===== config.mk =====
export PLATFORM = sky130hd
export DESIGN_NAME = tsdc_regs
export DESIGN_NICKNAME = d
export VERILOG_FILES = /design/src/rtl/tsdc_pkg.sv /design/src/rtl/tsdc_regs.sv
export SDC_FILE = /design/constraint.sdc
export NUM_CORES = 1
export LEC_CHECK = 0
export BUFFER_PORTS_ARGS = -buffer_cell sky130_fd_sc_hd__buf_2
export CORE_MARGIN = 5
export CORE_UTILIZATION = 55
export DETAILED_ROUTE_END_ITERATION = 7
export GPL_ROUTABILITY_DRIVEN = 0
export PLACE_DENSITY = 0.86
export SLEW_MARGIN = 20
export SYNTH_ARGS = -nofsm -noshare
export SYNTH_HDL_FRONTEND = slang
export SYNTH_SLANG_ARGS = --single-unit

===== constraint.sdc =====
create_clock -name core_clk_in -period 2.45 [get_ports core_clk_in]
set_input_delay 0.49 -clock core_clk_in [delete_from_list [all_inputs] [get_ports core_clk_in]]
set_output_delay 0.49 -clock core_clk_in [all_outputs]
set_load 0.05 [all_outputs]

===== src/rtl/tsdc_pkg.sv =====
// Package with register offsets, field positions, reset values and carrier types of the sensor register bank.
package tsdc_pkg;

  // Register offsets of the byte-wide register port.
  localparam logic [7:0] TSDC_OFS_LOCAL_MSB  = 8'h00; // Local temperature high byte.
  localparam logic [7:0] TSDC_OFS_LOCAL_LSB  = 8'h30; // Local temperature low byte.
  localparam logic [7:0] TSDC_OFS_RSIGN_MSB  = 8'h01; // Signed remote temperature high byte.
  localparam logic [7:0] TSDC_OFS_RSIGN_LSB  = 8'h10; // Signed remote temperature low byte.
  localparam logic [7:0] TSDC_OFS_RUNS_MSB   = 8'h31; // Unsigned remote temperature high byte.
  localparam logic [7:0] TSDC_OFS_RUNS_LSB   = 8'h32; // Unsigned remote temperature low byte.
  localparam logic [7:0] TSDC_OFS_OFFSET_HI  = 8'h11; // Remote offset high byte.
  localparam logic [7:0] TSDC_OFS_OFFSET_LO  = 8'h12; // Remote offset low byte.
  localparam logic [7:0] TSDC_OFS_DIODE_CFG  = 8'hBF; // Diode configuration.
  localparam logic [7:0] TSDC_OFS_GEN_CFG_A  = 8'h03; // General configuration, first alias.
  localparam logic [7:0] TSDC_OFS_GEN_CFG_B  = 8'h09; // General configuration, second alias.
  localparam logic [7:0] TSDC_OFS_ONE_SHOT   = 8'h0F; // One-shot trigger, write only.

  // Reset values.
  localparam logic [7:0] TSDC_RST_DIODE_CFG  = 8'h1F;
  localparam logic [7:0] TSDC_RST_OFFSET     = 8'h00;
  localparam logic [7:0] TSDC_RST_GEN_CFG    = 8'h00;
  localparam logic [7:0] TSDC_RST_TEMP       = 8'h00;

  // Writable bit masks and fixed read values.
  localparam logic [7:0] TSDC_DCFG_WMASK     = 8'h7E; // Bits 6 to 1 are stored.
  localparam logic [7:0] TSDC_DCFG_FIXED     = 8'h01; // Bit 0 reads one, bit 7 reads zero.
  localparam logic [7:0] TSDC_OFFLO_WMASK    = 8'hE0; // Fraction bits 7 to 5.
  localparam logic [7:0] TSDC_GCFG_WMASK     = 8'h5E; // Bits 6, 4, 3, 2, 1.
  localparam logic [7:0] TSDC_UNMAPPED_DATA  = 8'h00;

  // Diode configuration field positions.
  localparam int TSDC_DCFG_PIN_FN    = 6;
  localparam int TSDC_DCFG_OS_FMASK  = 5;
  localparam int TSDC_DCFG_CR_FMASK  = 4;
  localparam int TSDC_DCFG_MODEL     = 3;
  localparam int TSDC_DCFG_FILT_HI   = 2;
  localparam int TSDC_DCFG_FILT_LO   = 1;
  localparam logic [1:0] TSDC_FILT_ON = 2'h3;

  // General configuration field positions.
  localparam int TSDC_GCFG_STANDBY   = 6;
  localparam int TSDC_GCFG_R_CRMASK  = 4;
  localparam int TSDC_GCFG_R_OSMASK  = 3;
  localparam int TSDC_GCFG_L_CRMASK  = 2;
  localparam int TSDC_GCFG_L_OSMASK  = 1;

  // Number of temperature channels with a high/low byte pair.
  localparam int TSDC_NCHAN = 3;

  // One register access from the serial bus engine.
  typedef struct packed {
    logic       rd;    // Read strobe, one cycle.
    logic       wr;    // Write strobe, one cycle.
    logic [7:0] addr;  // Register offset.
    logic [7:0] wdata; // Write data.
  } tsdc_req_t;

  // One finished conversion, all channels at once.
  typedef struct packed {
    logic       valid;
    logic [7:0] local_msb;
    logic [7:0] local_lsb;
    logic [7:0] rsign_msb;
    logic [7:0] rsign_lsb;
    logic [7:0] runs_msb;
    logic [7:0] runs_lsb;
  } tsdc_conv_t;

endpackage


===== src/rtl/tsdc_regs.sv =====
// Register bank of the remote diode sensor: byte locking, diode and general configuration, remote offset.
`timescale 1ns/10ps
`default_nettype none
// How it works
// [RULE_01] Host reads high byte before low byte.
// [RULE_02] High byte read freezes its low byte.
// [RULE_03] Low byte read releases the freeze.
// [RULE_04] Each high read refreezes, replacing older value.
// [RULE_05] Diode config bit 6 selects pin function.
// [RULE_06] Bit 5 masks diode fault from overtemp.
// [RULE_07] Bit 4 masks diode fault from critical.
// [RULE_08] Bit 3 selects remote diode model.
// [RULE_09] Filter field 00 off, 11 on.
// [RULE_10] Diode config resets 1Fh, bit7 0, bit0 1.
// [RULE_11] Offset high byte: sign and integer, reset zero.
// [RULE_12] Offset low byte: three fraction bits, reset zero.
// [RULE_13] One-shot write starts conversion only in standby.
// [RULE_14] General config standby and remote alert masks.
module tsdc_regs
  import tsdc_pkg::*;
(
  // Clock and reset.
  input  wire logic        core_clk_in,
  input  wire logic        srst_in,
  // Register access from the serial bus engine.
  input  wire tsdc_req_t   req_in,
  output logic [7:0]       rd_data_out,
  output logic             rd_valid_out,
  // Conversion results and comparator states.
  input  wire tsdc_conv_t  conv_in,
  input  wire logic        remote_os_over_in,
  input  wire logic        remote_crit_over_in,
  input  wire logic        local_os_over_in,
  input  wire logic        local_crit_over_in,
  input  wire logic        diode_fault_in,
  // Shared address / shutdown pin.
  input  wire logic        bus_addr_select_in,
  output logic             bus_addr_select_out,
  output logic             shared_pin_out,
  output logic             shared_pin_oe_out,
  // Alert levels and converter controls.
  output logic             overtemp_alert_out,
  output logic             crit_alert_out,
  output logic             diode_model_out,
  output logic             remote_filter_bit_hi,
  output logic             remote_filter_bit_lo,
  output logic             remote_filter_en_out,
  output logic [10:0]      remote_offset_out,
  output logic             standby_out,
  output logic             one_shot_start_out
);

  ////////////////////////////////////////////////////////////////////////////
  // Storage.
  logic [7:0] diode_config;                 // Stored bits 6..1 only.
  logic [7:0] general_config;               // Stored writable bits only.
  logic [7:0] remote_offset_high;           // Sign and integer part.
  logic [7:0] remote_offset_low;            // Fraction in bits 7..5.
  logic [7:0] live_msb [TSDC_NCHAN];        // Latest high bytes.
  logic [7:0] live_lsb [TSDC_NCHAN];        // Latest low bytes.
  logic [7:0] frozen_lsb [TSDC_NCHAN];      // Low byte held for the host.
  logic [TSDC_NCHAN-1:0] locked;            // Freeze flags.
  logic [TSDC_NCHAN-1:0] msb_rd;            // High byte read this cycle.
  logic [TSDC_NCHAN-1:0] lsb_rd;            // Low byte read this cycle.
  logic [7:0] next_rd_data;                 // Read mux result.

  ////////////////////////////////////////////////////////////////////////////
  // Decoding of the temperature byte offsets, used for both halves.
  function automatic logic [TSDC_NCHAN-1:0] msb_hit(input logic [7:0] a);
    msb_hit = {a == TSDC_OFS_RUNS_MSB, a == TSDC_OFS_RSIGN_MSB, a == TSDC_OFS_LOCAL_MSB};
  endfunction

  function automatic logic [TSDC_NCHAN-1:0] lsb_hit(input logic [7:0] a);
    lsb_hit = {a == TSDC_OFS_RUNS_LSB, a == TSDC_OFS_RSIGN_LSB, a == TSDC_OFS_LOCAL_LSB};
  endfunction

  // Read strobes per channel.
  assign msb_rd = req_in.rd ? msb_hit(req_in.addr) : '0;
  assign lsb_rd = req_in.rd ? lsb_hit(req_in.addr) : '0;

  ////////////////////////////////////////////////////////////////////////////
  // Live conversion results; these always follow the converter.
  always_ff @(posedge core_clk_in)
  begin
    if (srst_in)
    begin
      for (int i = 0; i < TSDC_NCHAN; i++)
      begin
        live_msb[i] <= TSDC_RST_TEMP;
        live_lsb[i] <= TSDC_RST_TEMP;
      end
    end
    else if (conv_in.valid)
    begin
      live_msb[0] <= conv_in.local_msb;
      live_lsb[0] <= conv_in.local_lsb;
      live_msb[1] <= conv_in.rsign_msb;
      live_lsb[1] <= conv_in.rsign_lsb;
      live_msb[2] <= conv_in.runs_msb;
      live_lsb[2] <= conv_in.runs_lsb;
    end
  end

  ////////////////////////////////////////////////////////////////////////////
  // Low byte freezing. The freeze copies the live low byte in the same cycle as
  // the high byte is returned, so the pair always comes from one conversion,
  // provided the host reads the high byte first. // [RULE_01]
  always_ff @(posedge core_clk_in)
  begin
    if (srst_in)
    begin
      locked <= '0;
      for (int i = 0; i < TSDC_NCHAN; i++)
      begin
        frozen_lsb[i] <= TSDC_RST_TEMP;
      end
    end
    else
    begin
      for (int i = 0; i < TSDC_NCHAN; i++)
      begin
        if (msb_rd[i])
        begin
          // Each high read takes a fresh copy, overriding an older one.
          locked[i]     <= 1'b1;        // [RULE_02]
          frozen_lsb[i] <= live_lsb[i]; // [RULE_04]
        end
        else if (lsb_rd[i])
        begin
          // Reading the low byte hands it back to the converter.
          locked[i] <= 1'b0; // [RULE_03]
        end
      end
    end
  end

  ////////////////////////////////////////////////////////////////////////////
  // Configuration and offset writes; reserved bits are never stored.
  always_ff @(posedge core_clk_in)
  begin
    if (srst_in)
    begin
      diode_config       <= TSDC_RST_DIODE_CFG & TSDC_DCFG_WMASK; // [RULE_10]
      general_config     <= TSDC_RST_GEN_CFG;
      remote_offset_high <= TSDC_RST_OFFSET; // [RULE_11]
      remote_offset_low  <= TSDC_RST_OFFSET; // [RULE_12]
    end
    else if (req_in.wr)
    begin
      case (req_in.addr)
        TSDC_OFS_DIODE_CFG: diode_config       <= req_in.wdata & TSDC_DCFG_WMASK;
        TSDC_OFS_GEN_CFG_A: general_config     <= req_in.wdata & TSDC_GCFG_WMASK; // [RULE_14]
        TSDC_OFS_GEN_CFG_B: general_config     <= req_in.wdata & TSDC_GCFG_WMASK; // [RULE_14]
        TSDC_OFS_OFFSET_HI: remote_offset_high <= req_in.wdata; // [RULE_11]
        TSDC_OFS_OFFSET_LO: remote_offset_low  <= req_in.wdata & TSDC_OFFLO_WMASK; // [RULE_12]
        default:            ;
      endcase
    end
  end

  ////////////////////////////////////////////////////////////////////////////
  // One-shot: a write outside standby is dropped silently. // [RULE_13]
  always_ff @(posedge core_clk_in)
  begin
    if (srst_in)
    begin
      one_shot_start_out <= 1'b0;
    end
    else
    begin
      one_shot_start_out <= req_in.wr && (req_in.addr == TSDC_OFS_ONE_SHOT) &&
                            general_config[TSDC_GCFG_STANDBY]; // [RULE_13]
    end
  end

  ////////////////////////////////////////////////////////////////////////////
  // Read multiplexer; unmapped offsets, including the one-shot, read zero.
  // The gated read strobes pick the channel, since the result is only stored on a read.
  always_comb
  begin
    next_rd_data = TSDC_UNMAPPED_DATA;
    for (int i = 0; i < TSDC_NCHAN; i++)
    begin
      if (msb_rd[i])
      begin
        next_rd_data = live_msb[i];
      end
      if (lsb_rd[i])
      begin
        next_rd_data = locked[i] ? frozen_lsb[i] : live_lsb[i]; // [RULE_02]
      end
    end
    case (req_in.addr)
      TSDC_OFS_DIODE_CFG: next_rd_data = diode_config | TSDC_DCFG_FIXED; // [RULE_10]
      TSDC_OFS_GEN_CFG_A: next_rd_data = general_config;
      TSDC_OFS_GEN_CFG_B: next_rd_data = general_config;
      TSDC_OFS_OFFSET_HI: next_rd_data = remote_offset_high;
      TSDC_OFS_OFFSET_LO: next_rd_data = remote_offset_low;
      default:            ;
    endcase
  end

  // Read data is registered and answered one cycle after the strobe.
  always_ff @(posedge core_clk_in)
  begin
    if (srst_in)
    begin
      rd_data_out  <= 8'h00;
      rd_valid_out <= 1'b0;
    end
    else
    begin
      rd_valid_out <= req_in.rd;
      if (req_in.rd)
      begin
        rd_data_out <= next_rd_data;
      end
    end
  end

  ////////////////////////////////////////////////////////////////////////////
  // Alert combining and shared pin. The fault masks only hide the diode fault,
  // a real over-limit on a channel still asserts unless its own mask is set.
  always_ff @(posedge core_clk_in)
  begin
    if (srst_in)
    begin
      overtemp_alert_out  <= 1'b0;
      crit_alert_out      <= 1'b0;
      bus_addr_select_out <= 1'b0;
    end
    else
    begin
      overtemp_alert_out <= (remote_os_over_in & ~general_config[TSDC_GCFG_R_OSMASK]) | // [RULE_14]
                            (local_os_over_in & ~general_config[TSDC_GCFG_L_OSMASK]) |
                            (diode_fault_in & ~diode_config[TSDC_DCFG_OS_FMASK]); // [RULE_06]
      crit_alert_out <= (remote_crit_over_in & ~general_config[TSDC_GCFG_R_CRMASK]) | // [RULE_14]
                        (local_crit_over_in & ~general_config[TSDC_GCFG_L_CRMASK]) |
                        (diode_fault_in & ~diode_config[TSDC_DCFG_CR_FMASK]); // [RULE_07]
      // The address level is only passed on while the pin is an input.
      bus_addr_select_out <= ~diode_config[TSDC_DCFG_PIN_FN] & bus_addr_select_in; // [RULE_05]
    end
  end

  // Open-drain shutdown: drive low only while alerting in shutdown mode.
  assign shared_pin_out    = 1'b0;
  assign shared_pin_oe_out = diode_config[TSDC_DCFG_PIN_FN] & overtemp_alert_out; // [RULE_05]

  // Converter controls straight from the registers.
  assign diode_model_out      = diode_config[TSDC_DCFG_MODEL]; // [RULE_08]
  assign remote_filter_bit_hi = diode_config[TSDC_DCFG_FILT_HI];
  assign remote_filter_bit_lo = diode_config[TSDC_DCFG_FILT_LO];
  // Reserved filter codes leave the filter off rather than half-on.
  assign remote_filter_en_out = {remote_filter_bit_hi, remote_filter_bit_lo} == TSDC_FILT_ON; // [RULE_09]
  assign remote_offset_out    = {remote_offset_high, remote_offset_low[7:5]}; // [RULE_11]
  assign standby_out          = general_config[TSDC_GCFG_STANDBY]; // [RULE_14]
endmodule
`default_nettype wire


==> results.md, run 1 <==
- The flow ran to the end, and the final reports show no timing, DRC or antenna violations.
- For this run, global-route usage on met3 was measured as 0.0515.
- The worst hold-check path type is input port to flip-flop.
- The share of total power dissipated in sequential elements is 0.609.
- Along the worst path, the maximum fanout reaches 14.
- Post-CTS repair changed the size of 0 cells.
- The critical path goes through buf_2 -> buf_4 -> nor4b_2 -> and3_1 -> a22oi_1 -> a211oi_1 -> nor4_1.
- The yosys synthesis warning count is 0.
- The share of total power dissipated in combinational logic is 0.093.
- Synthesis produced 493 cells.
- The setup slack on the worst flop-to-flop path is 0.52 ns.
- The netlist area before placement is 0.00536 sq mm.
- The internal power contribution is 0.00260 W.
- The number of placed I/O pins is 106.
- The maximum clock path buffer count is 2.
- The overall fraction of global-route tracks in use is 0.227.
- In the final design database the tool counted 665 nets.
- The library cell used most frequently in the layout, excluding fill and tap cells, is sky130_fd_sc_hd__buf_2.
- The peak-usage layer in the global routing report is met2.
- The maximum resistive drop on vdd is 0.396 mV.
- The number of hold violations in the final report is 0.
- The number of max-slew violations in the final report is 0.
- Setup repair after global routing left no endpoint under its margin.
- For the final routed database, the setup TNS stands at 0 ns.
- In the final routed layout, each cell accounts on average for 18.2 um.
- The filler cells instantiated in the layout total 755.
- The final wirelength is 13,300 um.
- The part of the power in the clock network is 0.298.
- The DRC violation count after routing is 0.
- The detail route stage leaves a number of antenna-violating nets equal to 0.
- The reported net switching power is 0.000864 W.
- The number of antenna diodes in the final layout is 0.
- The number of nets produced by synthesis is 568.
- The clock tree from TritonCTS is yes.
- The clock tree synthesis step divided the H-tree into 3 levels.
- The final clock period utilization by the worst path is 0.825.
- Dividing the synthesized area by the synthesized cell count gives 10.9 sq um.
- For the worst setup path, the data required time is 2.70 ns.
- Buffers added to address setup during post-CTS repair amount to 0.
- The worst slew margin relative to its limit is 0.671.
- From synthesis to final layout, the design area changed by 16.0%.
- The clock transition at the registers of the reported paths is 0.10 ns.
- The cell depth of the worst hold path is 3.
- The met2 routing resource usage after global routing is 0.373.
- The core region is 0.00964 sq mm.
- Buffers inserted to repair hold after CTS numbered 0.
- Leaving out fill and tap cells, the most frequent cells in the layout are 104 x sky130_fd_sc_hd__buf_2, 75 x sky130_fd_sc_hd__and2_1, 72 x sky130_fd_sc_hd__edfxtp_1.
- The first detailed-routing pass ran for 5 iterations.
- The worst setup path is captured at a flip-flop.
- The final route contains 4,273 vias.
- The number of global-route vias before repair is 4,110.
- The tree is rooted in a sky130_fd_sc_hd__clkbuf_8.
- The analysis attributes to cell leakage a power of 2.34 nW.
- The clock reaches the later pin of the worst-skew pair after 0.38 ns.
- The setup skew after layout is 0.00922 ns.
- The width of the die is 109 um.
- In the synthesized netlist the dominant register cell turns out to be sky130_fd_sc_hd__edfxtp_1.
- The detailed router's first-iteration violation count is 436.
- The largest net degree at the start of global routing is 38.
- The unique cell type count in the Yosys netlist is 61.
- In the global route stage, met1 resource usage came out at 0.286.
- The combined area of the multi-input logic cells is 0.00222 sq mm.
- The category of the worst setup path launch point is an input port.
- For the finished layout, the period the worst path requires is 2.02 ns.
- For this run, the top clock speed supported by timing is 0.495 GHz.
- On the worst path, the slowest cell contributes a delay of 0.45 ns.
- In this run the vertical extent of the chip is 109 um.
- Of the cells placed in the final design, the portion with a size suffix greater than 1 is 0.266.
- After detailed routing, the number of vias per cell comes to 5.87.
- For this design the ratio of total power to cell area is 556 mW/mm^2.
- The port buffer count is 104.
- The final-report setup violation count is 0.
- After layout, the design draws a total of 0.00346 W.
- The wire length of the first global-routing pass is 20,600 um.
- STA puts the critical path data arrival time at 2.27 ns.
- The floorplan step defined a die boundary enclosing 0.0118 sq mm.
- The slowest stage of the critical path belongs to the cell sky130_fd_sc_hd__and3_1.
- The number of cells on the worst reg-to-reg path is 5.
- At the pin with the least slew margin, the transition time is 0.480 ns.
- The estimated wirelength of the detail-placed design is 9960 um.
- The number of antenna violations at the first check in global routing is 0.
- The TritonCTS buffer count is 9.
- The number of synthesized register bits is 110.
- The number of violations of the max-capacitance limit is 0.
- Hold timing on the final database bottoms out at a slack of 0.358 ns.
- Across the whole layout, storage elements account for 0.00292 sq mm.
- The share of the Yosys chip area taken by registers is 0.545.
- The total number of clock tree sinks is 110.
- The count of flip-flops with a built-in enable after synthesis is 72.
- The critical path in this run is classified as input port to flip-flop.
- In this run the core area contains 36 standard-cell rows.
- For this run the aggregate overflow at the end of global routing stands at 0.
- The fraction of power spent switching nets is 0.250.
- Counting flops with an async set or reset pin after synthesis yields a share of 0.
- The initial standard-cell utilization of the core is 0.556.
## stage by stage
stage               cells  utilization  setup slack (ns)  area, sq um
floorplan             493            -             0.275         5360
global placement      712        0.626             0.159         6040
detailed placement    712        0.626             0.102         6040
CTS                   728        0.645             0.483         6220
global route          728        0.645             0.325         6220
finish                728        0.645             0.430         6220
## area by class of cell
cell class | count | area share
multi-input cells | 334 | 0.358
clock buffers | 11 | 0.0227
repair buffers | 124 | 0.110
clock inverters | 5 | 0.00664
well taps | 133 | 0.0267
flip-flops and latches | 110 | 0.470
inverters | 11 | 0.00664
## power by group through the flow
stage	Sequential, W	Clock (W)	Combinational [W]
floorplan	0.00215	0	0.000170
global placement	0.00214	0	0.000306
detailed placement	0.00215	0	0.000316
CTS	0.00211	0.00105	0.000319
global route	0.00211	0.00112	0.000350
finish	0.00211	0.00103	0.000323
## sequential cells by signal (all words and copies together) (netlist names)
signal,flops
frozen_lsb,24
live_lsb,24
live_msb,24
rd_data_out,8
remote_offset_high,8
diode_config,6
general_config,5
locked,3
remote_offset_low,3
bus_addr_select_out,1
crit_alert_out,1
one_shot_start_out,1
overtemp_alert_out,1
rd_valid_out,1
## worst paths after layout
| kind | start | to |
|---|---|---|
| max | req_in[13] | rd_data_out[1]$_SDFFE_PP0P_ |
| min | diode_fault_in | crit_alert_out$_SDFF_PP0_ |
| max reg2reg | locked[0]$_SDFFE_PP0P_ | rd_data_out[4]$_SDFFE_PP0P_ |
| min reg2reg | general_config[1]$_SDFFE_PP0P_ | general_config[1]$_SDFFE_PP0P_ |
## Yosys cell counts (4+ instances only)
| library cell | number | area [sq um] |
|---|---|---|
| sky130_fd_sc_hd__a211o_1 | 8 | 70.1 |
| sky130_fd_sc_hd__inv_1 | 11 | 41.3 |
| sky130_fd_sc_hd__o21ai_0 | 11 | 55.1 |
| sky130_fd_sc_hd__and3_1 | 8 | 50.1 |
| sky130_fd_sc_hd__a211oi_1 | 5 | 37.5 |
| sky130_fd_sc_hd__nor2_1 | 16 | 60.1 |
| sky130_fd_sc_hd__mux2i_1 | 23 | 230 |
| sky130_fd_sc_hd__a22oi_1 | 7 | 52.6 |
| sky130_fd_sc_hd__nand3_1 | 31 | 155 |
| sky130_fd_sc_hd__a22o_1 | 4 | 35.0 |
| sky130_fd_sc_hd__dfxtp_1 | 38 | 761 |
| sky130_fd_sc_hd__nand2b_1 | 6 | 37.5 |
| sky130_fd_sc_hd__a21oi_1 | 30 | 150 |
| sky130_fd_sc_hd__a222oi_1 | 4 | 40.0 |
| sky130_fd_sc_hd__edfxtp_1 | 72 | 2160 |
| sky130_fd_sc_hd__nand2_1 | 34 | 128 |
| sky130_fd_sc_hd__buf_2 | 11 | 55.1 |
| sky130_fd_sc_hd__and2_1 | 75 | 469 |
| sky130_fd_sc_hd__o2bb2ai_1 | 4 | 35.0 |
| sky130_fd_sc_hd__clkbuf_1 | 22 | 82.6 |
## critical path, delay by kind of cell
| family | cells | cell delay, ns |
|---|---|---|
| AO/OA/AOI/OAI | 2 | 0.55 |
| buffers and inverters | 2 | 0.31 |
| AND/OR/NAND/NOR | 3 | 0.91 |
## layer usage
layer,wire [um],vias to the layer above,part of all wire
met3,1140,56,0.086
met5,0,-,0
met1,5340,1976,0.40
met4,620,0,0.047
met2,6150,240,0.46
li1,-,2001,-
## logic make-up (layout without fill, tap and decap cells)
kind of cell	Yosys count	in the layout	share of synthesized area
simple gates	208	208	0.231
flops	110	110	0.545
compound gates	100	100	0.136
buf+inv	49	151	0.0404
mux	24	24	0.0450
other cells	1	1	0.000699
xor+xnor	1	1	0.00163
(Power assumes the default switching activity.)
==> run 2, diff against run 1 <==
ABC_AREA = 1   (was not set)
CORE_UTILIZATION = 50   (was 55)
PLACE_DENSITY = 0.83   (was 0.86)
clock period = 1.7 ns   (was 2.45 ns; I/O delays follow)
==> results.md, run 2 <==
- The static power due to leakage came to 3.12 nW (+33%).
- The worst hold path belongs to the class input port to flip-flop.
- The total congestion overflow is 0 (unchanged).
- The kind of critical path is flip-flop to primary output.
- The maximum fanout encountered on the critical timing path came to 4 (-10).
- The wire length of the first global-routing pass is 20,100 um (-2.4%).
- The share of post-route cells with drive strength above 1 is 0.212 (-0.0534).
- The number of nets produced by synthesis came to 725 (+28%).
- The category of the worst setup path launch point is a flip-flop.
- The number of H-tree levels is 3 (unchanged).
- The number of buffers inserted by post-CTS setup repair came to 0 (unchanged).
- From synthesis to final layout, the design area changed by 19.1%.
- The data required time at the worst endpoint came to 1.36 ns (-1.34 ns).
- The number of fillers in the final layout is 865 (+15%).
- The count of TritonRoute iterations in the first routing pass came to 5 (unchanged).
- By area the synthesized netlist is led by sky130_fd_sc_hd__edfxtp_1 41%, sky130_fd_sc_hd__dfxtp_1 15%, sky130_fd_sc_hd__nand2_1 13%.
- The total number of clock tree sinks is 110 (unchanged).
- By count the netlist is led by 180 x sky130_fd_sc_hd__nand2_1, 106 x sky130_fd_sc_hd__inv_1, 93 x sky130_fd_sc_hd__nor2_1, 72 x sky130_fd_sc_hd__edfxtp_1, 55 x sky130_fd_sc_hd__nand3_1.
- The final-report setup violation count was 0 (unchanged).
- The library cells used most frequently in the layout, excluding fill and tap cells, are 180 x sky130_fd_sc_hd__nand2_1, 106 x sky130_fd_sc_hd__inv_1, 104 x sky130_fd_sc_hd__buf_2.
- The netlist area before placement is 0.00521 sq mm (-2.8%).
- The via total after detailed routing is 4,440 (+3.9%).
- The die area was 0.0126 sq mm (+6.3%).
- The setup skew after layout was 0.00767 ns (-0.00155 ns).
- The setup slack on the worst flop-to-flop path is 0.32 ns (-0.20 ns).
- The critical path buffer and inverter count is 2 (unchanged).
- The buffer cell driving the clock tree root is sky130_fd_sc_hd__clkbuf_8.
- The cell with the largest stage delay on the worst path is sky130_fd_sc_hd__dfxtp_1.
- The number of max-slew violations in the final report is 0 (unchanged).
- The mean number of vias per cell is 4.88 (-17%).
- The number of core rows is 37 (+2.8%).
- In the final layout, the registers with the most flip-flops are frozen_lsb (24), live_lsb (24), live_msb (24).
- The unique cell type count in the Yosys netlist is 28 (-54%).
- The most frequently used flop master after synthesis is sky130_fd_sc_hd__edfxtp_1.
- The maximum resistive drop on vdd was 0.423 mV (+6.8%).
- The power density over the cells came to 798 mW/mm^2 (+43%).
- The yosys synthesis warning count is 0 (unchanged).
- The leading cell type in the layout, fill and taps excluded is sky130_fd_sc_hd__nand2_1.
- The overall fraction of global-route tracks in use is 0.198 (-0.0294).
- The detailed router's first-iteration violation count was 440 (+0.92%).
- The synthesized instance count is 650 (+32%).
- The initial standard-cell utilization of the core is 0.509 (-0.0467).
- The number of global-route vias before repair was 4,270 (+3.9%).
- Of all cell types, the one taking the most synthesized area is sky130_fd_sc_hd__edfxtp_1.
- The number of placed I/O pins is 106 (unchanged).
- The estimated wirelength of the detail-placed design was 9470 um (-5.0%).
- The sequential area share after synthesis is 0.561 (+0.0156).
- The total power was 0.00496 W (+43%).
- The clock tree from TritonCTS is yes.
- The width of the die came to 112 um (+3.1%).
- The port buffer count is 104 (unchanged).
- sky130_fd_sc_hd__nand2_1 is the most common cell in the netlist.
- The net total in the final layout is 843 (+27%).
- The fraction of synthesis flops using an asynchronous set or reset pin is 0 (unchanged).
- Walking the worst path, the cells encountered are nand2_1 -> inv_1 -> buf_2.
- Setup repair after global routing left no endpoint under its margin.
- The remaining antenna violation count after routing is 0 (unchanged).
- The average wire per cell in the routed design is 13.7 um (-25%).
- The core occupancy in the finished layout is 0.607 (-0.0386).
- The number of hold violations in the final report was 0 (unchanged).
- In the finished design, the share of the clock period the worst path needs comes to 0.884.
- The insertion delay to the later sink of the worst-skew pair came to 0.39 ns (about the same).
- The maximum clock path buffer count is 2 (unchanged).
- The cell family contributing the most delay on the critical path is flip-flops.
- The number of antenna violations at the first check in global routing is 0 (unchanged).
- The average footprint of a synthesized cell is 8.02 sq um (-26%).
- The largest net degree at the start of global routing is 49 (+29%).
- The number of synthesized register bits came to 110 (unchanged).
- The top cell type's share of synthesized area is 0.415 (+0.0115).
- The DRC violation count after routing is 0 (unchanged).
- The clock transition at the registers of the reported paths was 0.10 ns (about the same).
- The number of violations of the max-capacitance limit is 0 (unchanged).
- The hold-fix buffer count after cts is 0 (unchanged).
- The total negative slack is 0 ns (unchanged).
- Timing would allow up to 0.665 GHz.
- The core region area is 0.0102 sq mm (+6.1%).
- The worst stage delay on the critical path is 0.42 ns (-0.03 ns).
- The critical path data arrival time is 1.16 ns (-1.11 ns).
- The area used by sequential logic in the layout is 0.00292 sq mm (unchanged).
- The flow ran to the end, and the final reports show no timing, DRC or antenna violations.
- The endpoint type of the worst setup path is a primary output.
- The TritonCTS buffer count is 9 (unchanged).
- The count of antenna diodes in the layout is 0 (unchanged).
- The count of flip-flops with a built-in enable after synthesis is 72 (unchanged).
- The final wirelength was 12,400 um (-6.2%).
- The height of the die is 112 um (+3.1%).
- The combined area of the multi-input logic cells was 0.00177 sq mm (-21%).
- The count of instances resized after the clock tree is built is 0 (unchanged).
- The clock period minus final worst setup slack is 1.50 ns.
## run 2: layout make-up
| type | count | area share |
|---|---|---|
| Sequential cell | 110 | 0.471 |
| Multi-Input combinational cell | 408 | 0.285 |
| Timing Repair Buffer | 128 | 0.121 |
| Inverter | 111 | 0.0673 |
| Tap cell | 136 | 0.0274 |
| Clock buffer | 9 | 0.0200 |
| Clock inverter | 7 | 0.00907 |
## run 2: kinds of logic (layout without fill, tap and decap cells)
logic type	count (synthesis)	after routing	share of synthesized area
flip-flops	110	110	0.561
AO/OA/AOI/OAI	57	57	0.0591
buffers and inverters	132	255	0.100
AND/OR/NAND/NOR	350	350	0.279
other	1	1	0.000719
## run 2: power breakdown
part	total (W)	switching (W)	internal, W
logic	0.000428	0.000274	0.000153
registers	0.00303	0.0000597	0.00297
clock network	0.00150	0.000945	0.000552
## run 2: final timing paths
path	from	endpoint	depth (start not counted)
setup / recovery	diode_config[2]$_SDFFE_PP1P_	remote_filter_en_out	3
hold / removal	bus_addr_select_in	bus_addr_select_out$_SDFF_PP0_	3
setup reg to reg	locked[0]$_SDFFE_PP0P_	rd_data_out[6]$_SDFFE_PP0P_	9
hold reg to reg	rd_data_out[6]$_SDFFE_PP0P_	rd_data_out[6]$_SDFFE_PP0P_	2
## run 2: worst reg2reg max path, stage by stage, from the launching register on
cell and delay, ns:
sky130_fd_sc_hd__dfxtp_1 0.36, sky130_fd_sc_hd__inv_1 0.13, sky130_fd_sc_hd__nand2_1 0.10, sky130_fd_sc_hd__nand2_1 0.05, sky130_fd_sc_hd__nand3_1 0.08, sky130_fd_sc_hd__nand3_1 0.12
sky130_fd_sc_hd__nor2_1 0.19, sky130_fd_sc_hd__nand3_1 0.10, sky130_fd_sc_hd__nand2_1 0.08, sky130_fd_sc_hd__a21oi_1 0.05
## run 2: routing by layer
layer	GRT usage	vias to the layer above	wire length [um]
met3	0.0507	17	1110
met5	0	-	0
met1	0.259	1956	5310
li1	-	2270	-
met2	0.325	197	5860
met4	0.0609	0	158
## run 2: through the flow
stage | hold slack [ns] | cell area [sq um] | cells | worst slack (ns)
global placement | 0.460 | 6030 | 893 | -0.00982
CTS | 0.160 | 6210 | 909 | 0.192
global route | 0.176 | 6210 | 909 | 0.119
detailed placement | 0.461 | 6030 | 893 | -0.00205
floorplan | 0.423 | 5210 | 650 | 0.0211
finish | 0.169 | 6210 | 909 | 0.197
==> run 3, diff against run 2 <==
ABC_AREA = not set   (was 1)
PLACE_DENSITY = 0.82   (was 0.83)
==> results.md, run 3 (synthesized netlist as in run 1, its figures left out) <==
- The flow ran to the end, but the final reports show violations.
- The final reports fail on negative setup slack.
- The width of the die is 114 um (+1.3%).
- The number of placed I/O pins is 106 (unchanged).
- The part of the power in the clock network is 0.330 (+0.028).
- The cell family contributing the most delay on the critical path is simple AND/OR/NAND/NOR gates.
- The initial standard-cell utilization of the core is 0.517 (+0.00753).
- Relative to the synthesized area, the layout overhead comes to 26.3%.
- Setup repair after global routing could not meet its margin everywhere.
- The insertion delay to the later sink of the worst-skew pair is 0.37 ns (-0.02 ns).
- The kind of critical path is input port to flip-flop.
- The worst stage delay on the critical path came to 0.45 ns (+0.03 ns).
- The setup slack on the worst flop-to-flop path is 0.03 ns (-0.29 ns).
- The part of the total power dissipated in sequential elements came to 0.567 (-0.045).
- The largest net degree at the start of global routing is 49 (unchanged).
- The hold-fix buffer count after cts is 0 (unchanged).
- The average wire per cell in the routed design is 17.7 um (+29%).
- The count of antenna diodes in the layout was 0 (unchanged).
- The estimated wirelength of the detail-placed design is 10,600 um (+12%).
- The library cell used most frequently in the layout, excluding fill and tap cells, is sky130_fd_sc_hd__buf_2.
- The reported net switching power was 0.00129 W (+1.1%).
- The placed instance area is 0.00648 sq mm (+7.6%).
- The cell area after layout is 0.00677 sq mm (+9.1%).
- The clock period minus final worst setup slack is 1.72 ns (+0.217 ns).
- The height of the die is 114 um (+1.3%).
- The number of core rows is 37 (unchanged).
- The number of hold violations in the final report is 0 (unchanged).
- The final-report setup violation count is 1 (+1).
- The die area came to 0.0129 sq mm (+2.6%).
- The net total in the final layout is 716 (-15%).
- The combinational power share is 0.103 (+0.017).
- The number of max-slew violations in the final report is 0 (unchanged).
- The worst setup path is launched from an input port.
- The number of H-tree levels is 3 (unchanged).
- The setup skew after layout is 0.00540 ns (-0.00226 ns).
- The number of antenna violations at the first check in global routing is 0 (unchanged).
- The signal on the critical path passes through buf_2 -> nor4b_4 -> buf_4 -> nand3_1 -> a211oi_2 -> a211oi_2 -> nor4_2.
- The share of post-route cells with drive strength above 1 is 0.350 (+0.138).
- The worst setup path is captured at a flip-flop.
- The worst slew margin relative to its limit is 0.536.
- The mean number of vias per cell is 5.70 (+17%).
- The via total after detailed routing is 4,459 (+0.43%).
- The data required time at the worst endpoint is 1.98 ns (+0.62 ns).
- The fraction of power spent switching nets is 0.242 (-0.0164).
- In this run the clock root is driven by a sky130_fd_sc_hd__clkbuf_8.
- The pin slew with the least headroom to its limit is 0.694 ns.
- The slack of the critical path is -0.0197 ns (-0.217 ns).
- The final wirelength came to 13,800 um (+11%).
- The final clock period utilization by the worst path is 1.01 (+0.128).
- The maximum resistive drop on vdd is 0.519 mV (+23%).
- The worst hold-check path type is input port to flip-flop.
- The maximum fanout encountered on the critical timing path is 11 (+7).
- The static power due to leakage is 2.66 nW (-15%).
- The critical path buffer and inverter count is 2 (unchanged).
- The internal power contribution was 0.00405 W (+10%).
- The clock transition at the registers of the reported paths came to 0.10 ns (about the same).
- The detailed router's first-iteration violation count was 418 (-5.0%).
- The power density over the cells is 789 mW/mm^2 (-1.1%).
- The overall fraction of global-route tracks in use is 0.213 (+0.0151).
- The library cells used most frequently in the layout, excluding fill and tap cells, are 104 x sky130_fd_sc_hd__buf_2, 74 x sky130_fd_sc_hd__and2_1, 72 x sky130_fd_sc_hd__edfxtp_1.
- The remaining antenna violation count after routing is 0 (unchanged).
- The wire length of the first global-routing pass is 21,700 um (+8.1%).
- The largest registers in the layout are frozen_lsb (24), live_lsb (24), live_msb (24).
- The cell with the largest stage delay on the worst path is sky130_fd_sc_hd__nor4b_4.
- The critical path data arrival time is 2.00 ns (+0.84 ns).
- The number of fillers in the final layout was 835 (-3.5%).
- The most numerous cell type found on the critical path is sky130_fd_sc_hd__a211oi_2.
- The total power was 0.00535 W (+7.9%).
- TritonCTS built the clock tree.
- The DRC violation count after routing came to 0 (unchanged).
- The port buffer count is 104 (unchanged).
- The maximum clock frequency is 0.581 GHz (-13%).
- The count of TritonRoute iterations in the first routing pass is 6 (+1).
- The number of global-route vias before repair is 4,453 (+4.3%).
- The total congestion overflow was 0 (unchanged).
- The TritonCTS buffer count is 9 (unchanged).
- The core region area is 0.0104 sq mm (+1.4%).
- The maximum clock path buffer count is 2 (unchanged).
- The number of violations of the max-capacitance limit is 0 (unchanged).
- The total number of clock tree sinks is 110 (unchanged).
## run 3: worst register-to-register path, stage by stage (launching register included)
cell and delay, ns:
sky130_fd_sc_hd__dfxtp_4 0.39, sky130_fd_sc_hd__buf_4 0.16, sky130_fd_sc_hd__mux2i_1 0.14, sky130_fd_sc_hd__a211o_1 0.28
sky130_fd_sc_hd__a211oi_2 0.22, sky130_fd_sc_hd__a211oi_2 0.11, sky130_fd_sc_hd__nor4_2 0.28
## run 3: area by class of cell
class	count	area [sq um]	share of cell area
tap	136	170	0.0251
clock buffer	9	124	0.0183
inverter	11	41.3	0.00610
sequential	110	2930	0.432
clock inverter	7	108	0.0159
multi-input combinational	334	2340	0.345
timing repair buffer	175	1070	0.157
## run 3: stage by stage
stage	setup TNS, ns	hold slack, ns	util	worst slack [ns]	cells
2_1_floorplan	-3.93	0.435	-	-0.194	493
3_3_place_gp	-18.39	0.447	0.625	-0.377	765
3_5_place_dp	-24.54	0.468	0.625	-0.380	765
4_1_cts	0	0.197	0.648	0.00450	781
5_1_grt	-0.262	0.190	0.653	-0.112	782
6_report	-0.0197	0.216	0.653	-0.0197	782
## run 3: final timing paths
kind                                      startpoint                            endpoint  depth (start not counted)
setup / recovery                           req_in[9]         rd_data_out[5]$_SDFFE_PP0P_                          7
hold / removal                    bus_addr_select_in      bus_addr_select_out$_SDFF_PP0_                          2
setup reg to reg              locked[0]$_SDFFE_PP0P_         rd_data_out[5]$_SDFFE_PP0P_                          6
hold reg to reg   remote_offset_high[6]$_SDFFE_PP0P_  remote_offset_high[6]$_SDFFE_PP0P_                          2
## run 3: routing by layer
layer	vias to the layer above	routed length (um)	track usage
li1	2104	-	-
met1	2072	5650	0.263
met2	238	6450	0.354
met3	45	1240	0.0493
met4	0	500	0.0986
met5	-	0	0
## run 3: power groups by stage
stage / combinational (W) / clock [W] / sequential, W
2_1_floorplan: 0.000272 / 0 / 0.00310
3_3_place_gp: 0.000516 / 0 / 0.00309
6_report: 0.000549 / 0.00177 / 0.00303
4_1_cts: 0.000537 / 0.00179 / 0.00303
3_5_place_dp: 0.000533 / 0 / 0.00310
5_1_grt: 0.000596 / 0.00192 / 0.00305
## run 3: repair_timing
| item | CTS | global route |
|---|---|---|
| cloned | 0 | 0 |
| setup buffers | 0 | 1 |
| endpoints found under the setup margin | 4 | 5 |
| resized for setup | 1 | 12 |
| pin swaps | 0 | 4 |
